### config.mk
export PLATFORM = sky130hd
export DESIGN_NAME = isow_output_logic
export DESIGN_NICKNAME = d
export VERILOG_FILES = /design/src/shared/isow_pkg.sv /design/src/rtl/isow_output_logic.sv
export SDC_FILE = /design/constraint.sdc
export NUM_CORES = 1
export LEC_CHECK = 0
export ABC_AREA = 0
export BUFFER_PORTS_ARGS = -buffer_cell sky130_fd_sc_hd__buf_4
export CAP_MARGIN = 20
export CORE_ASPECT_RATIO = 0.7
export CORE_MARGIN = 2
export CORE_UTILIZATION = 35
export DETAILED_ROUTE_END_ITERATION = 10
export PLACE_DENSITY_LB_ADDON = 0.05
export SLEW_MARGIN = 20
export SYNTH_ARGS = -nofsm -noshare
export SYNTH_HDL_FRONTEND = slang
export SYNTH_SLANG_ARGS = --single-unit
### constraint.sdc
create_clock -name i_clock -period 2.3 [get_ports i_clock]
set_input_delay 0.345 -clock i_clock [delete_from_list [all_inputs] [get_ports i_clock]]
set_output_delay 0.345 -clock i_clock [all_outputs]
set_load 0.03 [all_outputs]
### src/shared/isow_pkg.sv
// Package for the isolated switch output logic: constants, types and carriers.
`default_nettype none

package isow_pkg;

  // ---------------------------------------------------------------------------
  // Sizes and counts
  // ---------------------------------------------------------------------------
  localparam int unsigned CHANNELS         = 4;
  localparam int unsigned CLOCK_MHZ        = 100;
  // Time a supply or load state must hold before the warning and open-load indicators follow it.
  localparam int unsigned SETTLE_TIME_US   = 10;
  localparam int unsigned SETTLE_CYCLES    = SETTLE_TIME_US * CLOCK_MHZ;
  localparam int unsigned SETTLE_W         = 11;
  localparam logic [SETTLE_W-1:0] SETTLE_LAST = SETTLE_W'(SETTLE_CYCLES - 1);

  // ---------------------------------------------------------------------------
  // Variant selection
  // ---------------------------------------------------------------------------
  typedef enum logic
  {
    ISOW_VARIANT_WARNING,
    ISOW_VARIANT_OPEN_LOAD
  } isow_variant_t;

  // ---------------------------------------------------------------------------
  // Supply classification
  // ---------------------------------------------------------------------------
  typedef enum logic [1:0]
  {
    ISOW_SUP_NOT_POWERED,
    ISOW_SUP_WARNING,
    ISOW_SUP_POWERED
  } isow_supply_t;

  // ---------------------------------------------------------------------------
  // Carriers
  // ---------------------------------------------------------------------------
  typedef struct packed
  {
    logic above_lower;
    logic above_upper;
  } isow_sup_cmp_t;

  typedef struct packed
  {
    logic over_temp;
    logic over_volt;
    logic other;
  } isow_fault_src_t;

  // ---------------------------------------------------------------------------
  // Reset values
  // ---------------------------------------------------------------------------
  localparam logic RESET_IND_N = 1'b1;
  localparam logic RESET_OUT   = 1'b0;

endpackage : isow_pkg

`default_nettype wire
### src/rtl/isow_output_logic.sv
// Output logic for a four-channel isolated smart switch, both indicator variants.
`timescale 1ns/1ps
`default_nettype none

// -----------------------------------------------------------------------------
// -----------------------------------------------------------------------------

module isow_output_logic
  import isow_pkg::*;
#(
  parameter int unsigned   N_CH    = CHANNELS,
  parameter isow_variant_t VARIANT = ISOW_VARIANT_WARNING
)
(
  input  wire logic            i_clock,
  input  wire logic            i_rst,
  input  wire logic [N_CH-1:0] i_channel_input,
  input  wire logic            i_output_gate,
  input  wire logic            i_logic_supply_ok,
  input  wire isow_sup_cmp_t   i_switch_supply,
  input  wire isow_fault_src_t i_fault_src,
  input  wire logic [N_CH-1:0] i_load_present,
  output logic [N_CH-1:0]      o_channel_switch_output,
  output logic [N_CH-1:0]      o_channel_status_led_n_oe,
  output logic                 o_fault_indicator_n_oe,
  output logic                 o_switch_supply_low_n_oe,
  output logic                 o_open_load_indicator_n_oe,
  output isow_supply_t         o_supply_state
);

  // ---------------------------------------------------------------------------
  // Supply classification and settle filters
  // ---------------------------------------------------------------------------
  isow_supply_t        sup_now;
  isow_supply_t        sup_stable_q, sup_stable_d;
  isow_supply_t        sup_prev_q, sup_prev_d;
  isow_supply_t        sup_cand_q, sup_cand_d;
  logic [SETTLE_W-1:0] sup_cnt_q, sup_cnt_d;
  logic                load_ok_now;
  logic                load_stable_q, load_stable_d;
  logic                load_prev_q, load_prev_d;
  logic                load_cand_q, load_cand_d;
  logic [SETTLE_W-1:0] load_cnt_q, load_cnt_d;

  // True on the last cycle of a settle count; shared by both filters.
  function automatic logic settled(input logic [SETTLE_W-1:0] cnt);
    return cnt == SETTLE_LAST;
  endfunction : settled

  always_comb
  begin
    if (!i_switch_supply.above_lower)
      sup_now = ISOW_SUP_NOT_POWERED;
    else if (!i_switch_supply.above_upper)
      sup_now = ISOW_SUP_WARNING;
    else
      sup_now = ISOW_SUP_POWERED;
  end

  always_comb
  begin
    sup_cand_d   = sup_now;
    sup_cnt_d    = '0;
    sup_stable_d = sup_stable_q;
    sup_prev_d   = sup_prev_q;
    // A new state must hold SETTLE_CYCLES before it is taken as measured.
    // Any change of class restarts the count, so a supply that wanders
    // between classes faster than that leaves the indicator untouched.
    if (sup_now == sup_cand_q && sup_now != sup_stable_q)
    begin
      sup_cnt_d = sup_cnt_q + SETTLE_W'(1);
      if (settled(sup_cnt_q))
      begin
        sup_stable_d = sup_now;
        sup_prev_d   = sup_stable_q;
        sup_cnt_d    = '0;
      end
    end
  end

  always_ff @(posedge i_clock or posedge i_rst)
  begin
    if (i_rst)
    begin
      sup_stable_q <= ISOW_SUP_NOT_POWERED;
      sup_prev_q   <= ISOW_SUP_NOT_POWERED;
      sup_cand_q   <= ISOW_SUP_NOT_POWERED;
      sup_cnt_q    <= '0;
    end
    else
    begin
      sup_stable_q <= sup_stable_d;
      sup_prev_q   <= sup_prev_d;
      sup_cand_q   <= sup_cand_d;
      sup_cnt_q    <= sup_cnt_d;
    end
  end

  // ---------------------------------------------------------------------------
  // Load settle filter
  // ---------------------------------------------------------------------------
  // A driven channel counts as loaded, since an open load can only be seen
  // while its switch is off.
  always_comb
  begin
    load_ok_now   = &(i_load_present | o_channel_switch_output);
    load_cand_d   = load_ok_now;
    load_cnt_d    = '0;
    load_stable_d = load_stable_q;
    load_prev_d   = load_prev_q;
    if (load_ok_now == load_cand_q && load_ok_now != load_stable_q)
    begin
      load_cnt_d = load_cnt_q + SETTLE_W'(1);
      if (settled(load_cnt_q))
      begin
        load_stable_d = load_ok_now;
        load_prev_d   = load_stable_q;
        load_cnt_d    = '0;
      end
    end
  end

  always_ff @(posedge i_clock or posedge i_rst)
  begin
    if (i_rst)
    begin
      load_stable_q <= 1'b1;
      load_prev_q   <= 1'b1;
      load_cand_q   <= 1'b1;
      load_cnt_q    <= '0;
    end
    else
    begin
      load_stable_q <= load_stable_d;
      load_prev_q   <= load_prev_d;
      load_cand_q   <= load_cand_d;
      load_cnt_q    <= load_cnt_d;
    end
  end

  // ---------------------------------------------------------------------------
  // Fault state and channel outputs
  // ---------------------------------------------------------------------------
  // The switch path uses the raw supply level, not the filtered one, so that a
  // collapsing supply shuts outputs off at once.
  logic            fault_now;
  logic            hard_fault;
  logic [N_CH-1:0] sw_d;
  logic [N_CH-1:0] led_oe_d;
  logic            flt_oe_d;
  logic            wrn_oe_d;
  logic            open_oe_d;

  always_comb
  begin
    // Faults are not latched: the fault state drops by itself as soon as
    // every source has gone, which is what the host expects.
    hard_fault = (sup_now == ISOW_SUP_NOT_POWERED) | i_fault_src.other;
    fault_now  = hard_fault | i_fault_src.over_temp | i_fault_src.over_volt;
    for (int i = 0; i < int'(N_CH); i++)
    begin
      // Over-temperature only blocks turn-on; overvoltage does not gate at all.
      sw_d[i] = i_channel_input[i] & i_output_gate & ~hard_fault
                & (o_channel_switch_output[i] | ~i_fault_src.over_temp);
      if (!i_logic_supply_ok)
        sw_d[i] = 1'b0;
    end
    led_oe_d = sw_d;
    // With no logic supply the fault pin is undetermined; it is released here.
    flt_oe_d = i_logic_supply_ok & fault_now;
    wrn_oe_d = 1'b0;
    open_oe_d = 1'b0;
    if (i_logic_supply_ok && VARIANT == ISOW_VARIANT_WARNING)
      wrn_oe_d = (sup_stable_q == ISOW_SUP_WARNING)
                 | (sup_stable_q == ISOW_SUP_NOT_POWERED && sup_prev_q == ISOW_SUP_WARNING);
    // A supply that has just collapsed still reports a load that went
    // missing before the collapse, so that the host does not lose it.
    if (i_logic_supply_ok && VARIANT == ISOW_VARIANT_OPEN_LOAD)
      open_oe_d = ~load_stable_q
                  | (sup_stable_q == ISOW_SUP_NOT_POWERED
                     && sup_prev_q != ISOW_SUP_NOT_POWERED && ~load_prev_q);
  end

  always_ff @(posedge i_clock or posedge i_rst)
  begin
    if (i_rst)
    begin
      o_channel_switch_output    <= {N_CH{RESET_OUT}};
      o_channel_status_led_n_oe  <= {N_CH{RESET_OUT}};
      o_fault_indicator_n_oe     <= RESET_OUT;
      o_switch_supply_low_n_oe   <= RESET_OUT;
      o_open_load_indicator_n_oe <= RESET_OUT;
      o_supply_state             <= ISOW_SUP_NOT_POWERED;
    end
    else
    begin
      o_channel_switch_output    <= sw_d;
      o_channel_status_led_n_oe  <= led_oe_d;
      o_fault_indicator_n_oe     <= flt_oe_d;
      o_switch_supply_low_n_oe   <= wrn_oe_d;
      o_open_load_indicator_n_oe <= open_oe_d;
      o_supply_state             <= sup_stable_q;
    end
  end

endmodule : isow_output_logic

`default_nettype wire

==> impl_metrics.env, run 1 <==
export IMPL_num_rows=17
export IMPL_cts_resized=0
export IMPL_vias_per_cell=4.72
export IMPL_cp_end_kind="register"
export IMPL_clkSinkCount=25
export IMPL_start_util=0.364
export IMPL_cp_data_required_time_ps=2450
export IMPL_max_cap_viol_count=0
export IMPL_finalHoldViolCount=0
export IMPL_vdd_ir_drop_max_uv=283
export IMPL_run_status="completed"
export IMPL_io_buffer_count=24
export IMPL_clock_skew_ps=2.90
export IMPL_drt_iter0_markers=32
export IMPL_cts_root_buffer="clkbuf_8"
export IMPL_insertion_delay_ps=260
export IMPL_area_growth_synth_to_final_pct=21.5
export IMPL_synth_area_leader_cell="dfrtp_1"
export IMPL_synth_area_leaders="dfrtp_1 (55%), nor2_1 (7.0%), mux2_1 (4.0%), buf_4 (3.3%), o21ai_0 (2.7%)"
export IMPL_final_net_count=150
export IMPL_die_width_um=71.9
export IMPL_htreeDepth=1
export IMPL_synth_cell_types=29
export IMPL_drive_gt1_frac=0.244
export IMPL_timing_final_crit_share=0.835
export IMPL_first_pass_iters=4
export IMPL_hold_buffers=0
export IMPL_dieArea_mm2=0.00371
export IMPL_grt_max_degree=26
export IMPL_yosys_warnings=0
export IMPL_postCtsSetupBuffers=0
export IMPL_period_needed_ps=1920
export IMPL_dpl_hpwl_mm=1.58
export IMPL_grt_pass1_wl_mm=3.61
export IMPL_rsz0062_at_grt="false"
export IMPL_powerDensity_mw_per_mm2=584
export IMPL_wirelength_mm=2.13
export IMPL_synth_seq_area_share=0.554
export IMPL_antenna_cells=0
export IMPL_grt_pass1_vias=783
export IMPL_netlist_area_mm2=0.00113
export IMPL_synth_top_area_frac=0.554
export IMPL_stdcell_area_mm2=0.00137
export IMPL_io_pins=30
export IMPL_finalWeightedCongestion=0.721
export IMPL_antenna_found_initial=0
export IMPL_setup_viol_count_final=0
export IMPL_synth_area_per_cell_um2=10.6
export IMPL_hp_class="primary input to async pin"
export IMPL_cts_buffer_depth=2
export IMPL_fp_coreArea_mm2=0.00311
export IMPL_synthCells=107
export IMPL_finalSetupTns_ps=0
export IMPL_cts_made_buffers=3
export IMPL_path_class="register to register"
export IMPL_ys_ff_latch=25
export IMPL_p_total_uw=801
export IMPL_max_freq_mhz=521
export IMPL_crit_arrival_ps=2070
export IMPL_clk_pin_slew_ps=80
export IMPL_gr_usage_all_layers=0.132
export IMPL_routedWlPerCell_um=12.6
export IMPL_num_vias=798
export IMPL_placed_cell_area_mm2=0.00133
export IMPL_die_h_um=51.5
export IMPL_cp_max_fo=7
export IMPL_ant_nets=0
export IMPL_leakage_nw=0.642
export IMPL_cts_tree="yes"
export IMPL_drc_errors=0
export IMPL_postSynthNetCount=125
export IMPL_drv_slew=0
export IMPL_startpoint_type="register"
export IMPL_overflow=0
-- cell usage after synthesis --
cell type  instances
inv_1              6
nand3_1            5
a21oi_1            4
nand4_1            1
ha_1               1
mux2_1             4
a21boi_1           1
and2_1             1
nor4b_1            1
and3b_1            1
nor2_1            21
conb_1             1
a2111oi_2          1
xnor2_1            3
o41ai_2            1
nand2_1            5
o21ai_2            1
dfrtp_1           25
a31oi_1            1
xor2_1             3
buf_4              5
nor3b_1            1
nor2b_1            2
o21bai_1           1
nor3_1             2
nor3_4             1
o41a_1             1
nand4b_1           1
o21ai_0            6
-- routing by layer --
| metal | share of wire | routed length (um) | up-vias | global-route usage |
|---|---|---|---|---|
| li1 | - | - | 405 | - |
| met1 | 0.51 | 1090 | 375 | 0.183 |
| met2 | 0.42 | 885 | 16 | 0.185 |
| met3 | 0.058 | 123 | 2 | 0.0504 |
| met4 | 0.012 | 26 | 0 | 0.0566 |
| met5 | 0 | 0 | - | 0 |
-- worst max-delay path: stages (launching register included) --
cell and delay, ps:
dfrtp_1 460, and3b_1 220, a2111oi_2 300, o21ai_2 180
nor3_4 300, mux2_1 350
-- sequential cells by signal, indices dropped and copies added (netlist names) --
name / flops
sup_cnt_q: 11
o_supply_state: 2
sup_stable_q: 2
sup_prev_q: 2
o_channel_status_led_n_oe: 4
o_switch_supply_low_n_oe: 1
sup_cand_q: 2
o_fault_indicator_n_oe: 1
-- area by class of cell --
type | count | area [um^2]
multi-input combinational | 71 | 444
sequential | 25 | 626
clock buffer | 4 | 45.0
fill | 304 | 1730
tap | 38 | 47.5
inverter | 6 | 22.5
timing repair buffer | 25 | 188
-- report_power, final --
part           leakage, nW  switching, mW  internal, mW
Clock               0.0228          0.130         0.124
Sequential           0.338         0.0105         0.452
Combinational        0.281         0.0490        0.0358
Total                0.642          0.190         0.611
-- placed cells by master, fill, tap and decap left out --
master	instances
and2_1	1
inv_1	6
xnor2_1	3
nand3_1	5
buf_4	25
clkbuf_1	1
xor2_1	3
clkbuf_8	3
nand4_1	1
dfrtp_1	25
a2111oi_2	1
mux2_1	4
and3b_1	1
nor3_1	2
nand2_1	5
a31oi_1	1
a21oi_1	4
nor3b_1	1
o41a_1	1
o41ai_2	1
nor3_4	1
conb_1	1
o21ai_2	1
o21bai_1	1
a21boi_1	1
ha_1	1
o21ai_0	6
nand4b_1	1
nor4b_1	1
nor2b_1	2
nor2_1	21
-- logic make-up (layout without fill, tap and decap cells) --
group | Yosys count | after routing | synth area share
flip-flops | 25 | 25 | 0.554
AO/OA/AOI/OAI | 17 | 17 | 0.109
buffers and inverters | 11 | 35 | 0.0532
adder cells (fa/ha/maj) | 1 | 1 | 0.0111
multiplexers | 4 | 4 | 0.0399
other | 1 | 1 | 0.00332
XOR/XNOR | 6 | 6 | 0.0465
AND/OR/NAND/NOR | 42 | 42 | 0.184
-- stage by stage --
| step | hold WS (ps) | setup slack [ps] | std cells | utilization |
|---|---|---|---|---|
| 2_1_floorplan | 372 | 527 | 107 | - |
| 3_3_place_gp | 429 | 383 | 165 | 0.427 |
| 3_5_place_dp | 426 | 372 | 165 | 0.427 |
| 4_1_cts | 132 | 353 | 169 | 0.442 |
| 5_1_grt | 163 | 287 | 169 | 0.442 |
| 6_report | 127 | 380 | 169 | 0.442 |
-- path summary, 6_finish.rpt --
kind	end	depth (start not counted)	slack [ps]	start
max in group asynchronous	sup_cnt_q[10]$_DFF_PP0_	3	1930	i_rst
min in group i_clock	sup_cand_q[0]$_DFF_PP0_	2	280	i_switch_supply[0]
min reg2reg	sup_cnt_q[0]$_DFF_PP0_	1	460	sup_cnt_q[0]$_DFF_PP0_
min	o_channel_status_led_n_oe[2]$_DFF_PP0_	3	130	i_rst
max reg2reg	sup_prev_q[0]$_DFFE_PP0P_	5	380	sup_stable_q[1]$_DFFE_PP0P_
max	sup_prev_q[0]$_DFFE_PP0P_	5	380	sup_stable_q[1]$_DFFE_PP0P_
(Power assumes the default switching activity.)
==> run 2: changes to the inputs <==
==> constraint.sdc (replaced) <==
create_clock -name i_clock -period 1.74 [get_ports i_clock]
set_input_delay 0.261 -clock i_clock [delete_from_list [all_inputs] [get_ports i_clock]]
set_output_delay 0.261 -clock i_clock [all_outputs]
set_load 0.03 [all_outputs]
==> run 2 against run 1 <==
Net effect:
- the run now ends with negative setup slack left
- sequential share of layout area is 3.2 points lower
- flip-flop and latch count stayed put
- clock-buffer cell count stayed put
- critical path depth stayed put
- worst hold slack worse by 86 ps
- register-to-register slack worse by 400 ps
- routed wire length is 9.0% higher
- power is 34% higher
- highest routed layer unchanged
==> impl_metrics.env, run 2 (same netlist as run 1, synthesis figures left out) <==
export IMPL_finalWeightedCongestion=0.733
export IMPL_finalSetupTns_ps=-44.5
export IMPL_drt_iter0_markers=40
export IMPL_drv_slew=0
export IMPL_overflow=0
export IMPL_insertion_delay_ps=260
export IMPL_dieArea_mm2=0.00371
export IMPL_start_util=0.364
export IMPL_reg2reg_to="sup_prev_q[0]$_DFFE_PP0P_"
export IMPL_max_freq_mhz=567
export IMPL_cts_tree="yes"
export IMPL_cts_made_buffers=3
export IMPL_placed_cell_area_mm2=0.00137
export IMPL_switching_power_uw=252
export IMPL_final_net_count=158
export IMPL_p_total_mw=1.08
export IMPL_vias_per_cell=4.78
export IMPL_cp_data_required_time_ps=1880
export IMPL_seq_power_share=0.566
export IMPL_die_width_um=71.9
export IMPL_leakage_nw=0.696
export IMPL_switching_share=0.234
export IMPL_final_cell_mix="buf_4 (33), dfrtp_1 (25), nor2_1 (21)"
export IMPL_r2r_cells=5
export IMPL_clk_pin_slew_ps=80
export IMPL_clkSinkCount=25
export IMPL_finalHoldViolCount=0
export IMPL_timing_final_crit_share=1.01
export IMPL_first_pass_iters=4
export IMPL_powerDensity_mw_per_mm2=729
export IMPL_area_growth_synth_to_final_pct=30.6
export IMPL_max_cap_viol_count=0
export IMPL_ant_nets=0
export IMPL_grt_pass1_vias=873
export IMPL_largest_reg_flops=11
export IMPL_wirelength_mm=2.32
export IMPL_startpoint_type="register"
export IMPL_io_buffer_count=24
export IMPL_dp_cells=170
export IMPL_hold_ws_ps=41.1
export IMPL_num_rows=17
export IMPL_cts_buffer_depth=2
export IMPL_grt_max_degree=26
export IMPL_final_common_cell="buf_4"
export IMPL_final_cells=177
export IMPL_setup_viol_count_final=3
export IMPL_routedWlPerCell_um=13.1
export IMPL_p_comb_frac=0.130
export IMPL_worstSetupStartpoint="sup_cand_q[1]$_DFF_PP0_"
export IMPL_post_route_util=0.475
export IMPL_vdd_ir_drop_max_uv=326
export IMPL_hold_buffers=0
export IMPL_worst_slack_ps=-23.2
export IMPL_io_pins=30
export IMPL_crit_arrival_ps=1910
export IMPL_multi_input_area_um2=487
export IMPL_fp_coreArea_mm2=0.00311
export IMPL_drive_gt1_frac=0.324
export IMPL_period_needed_ps=1760
export IMPL_rsz0062_at_grt="true"
export IMPL_hp_class="primary input to async pin"
export IMPL_regArea_um2=626
export IMPL_r2r_start="sup_cand_q[1]$_DFF_PP0_"
export IMPL_clock_skew_ps=4.96
export IMPL_cts_root_buffer="clkbuf_8"
export IMPL_intPower_uw=824
export IMPL_dp_slack_ps=-65.2
export IMPL_gr_usage_all_layers=0.149
export IMPL_antenna_cells=0
export IMPL_cp_max_fo=5
export IMPL_die_h_um=51.5
export IMPL_num_vias=846
export IMPL_run_status="finished with violations"
export IMPL_fill_cells=302
export IMPL_htreeDepth=1
export IMPL_grt_pass1_wl_mm=4.08
export IMPL_reg_largest_list="sup_cnt_q: 11 flops, o_channel_status_led_n_oe: 4 flops"
export IMPL_stdcell_area_mm2=0.00148
export IMPL_violations="negative setup slack"
export IMPL_antenna_found_initial=0
export IMPL_p_clk_frac=0.304
export IMPL_path_class="register to register"
export IMPL_dpl_hpwl_mm=1.77
export IMPL_r2r_slack_ps=-20
export IMPL_cp_end_kind="register"
export IMPL_top_register="sup_cnt_q"
export IMPL_drc_errors=0
run 2: layout make-up:
| type | count | area share |
|---|---|---|
| Multi-Input combinational cell | 71 | 0.330 |
| Tap cell | 38 | 0.0322 |
| Timing Repair Buffer | 33 | 0.168 |
| Sequential cell | 25 | 0.424 |
| Inverter | 6 | 0.0153 |
| Clock buffer | 4 | 0.0305 |
run 2: worst max-delay path, cell delays in order (launching register included):
cell,delay (ps)
dfrtp_1,420
and3b_1,200
a2111oi_4,290
o21ai_2,130
nor3_4,250
mux2_1,360
run 2: power groups by stage:
stage                     clock [mW]  sequential (mW)  combinational, mW
after detailed placement           0            0.621              0.126
final                          0.327            0.609              0.139
after global placement             0            0.621              0.124
after global routing           0.380            0.612              0.154
after CTS                      0.344            0.609              0.130
after floorplan                    0            0.631             0.0580
run 2: per-layer routing:
layer | GRT usage | up-vias | routed length, um
li1 | - | 419 | -
met3 | 0.0504 | 2 | 120
met2 | 0.238 | 17 | 1050
met1 | 0.196 | 408 | 1140
met4 | 0.0377 | 0 | 14
met5 | 0 | - | 0
run 2: how the worst max path moves through the flow:
stage / end / slack [ps] / cells past startpoint
5_1_grt: sup_prev_q[0]$_DFFE_PP0P_ / -110 / 5
3_3_place_gp: sup_stable_q[1]$_DFFE_PP0P_ / -30 / 5
3_5_place_dp: sup_prev_q[0]$_DFFE_PP0P_ / -70 / 5
4_1_cts: sup_prev_q[0]$_DFFE_PP0P_ / -60 / 5
6_report: sup_prev_q[0]$_DFFE_PP0P_ / -20 / 5
2_1_floorplan: sup_prev_q[0]$_DFFE_PP0P_ / 40 / 5
run 2: repair_timing:
item | CTS | global route
setup endpoints to repair | 10 | 10
cloned | 0 | 0
setup buffers | 2 | 1
pin swaps | 0 | 1
gates resized for setup | 0 | 7
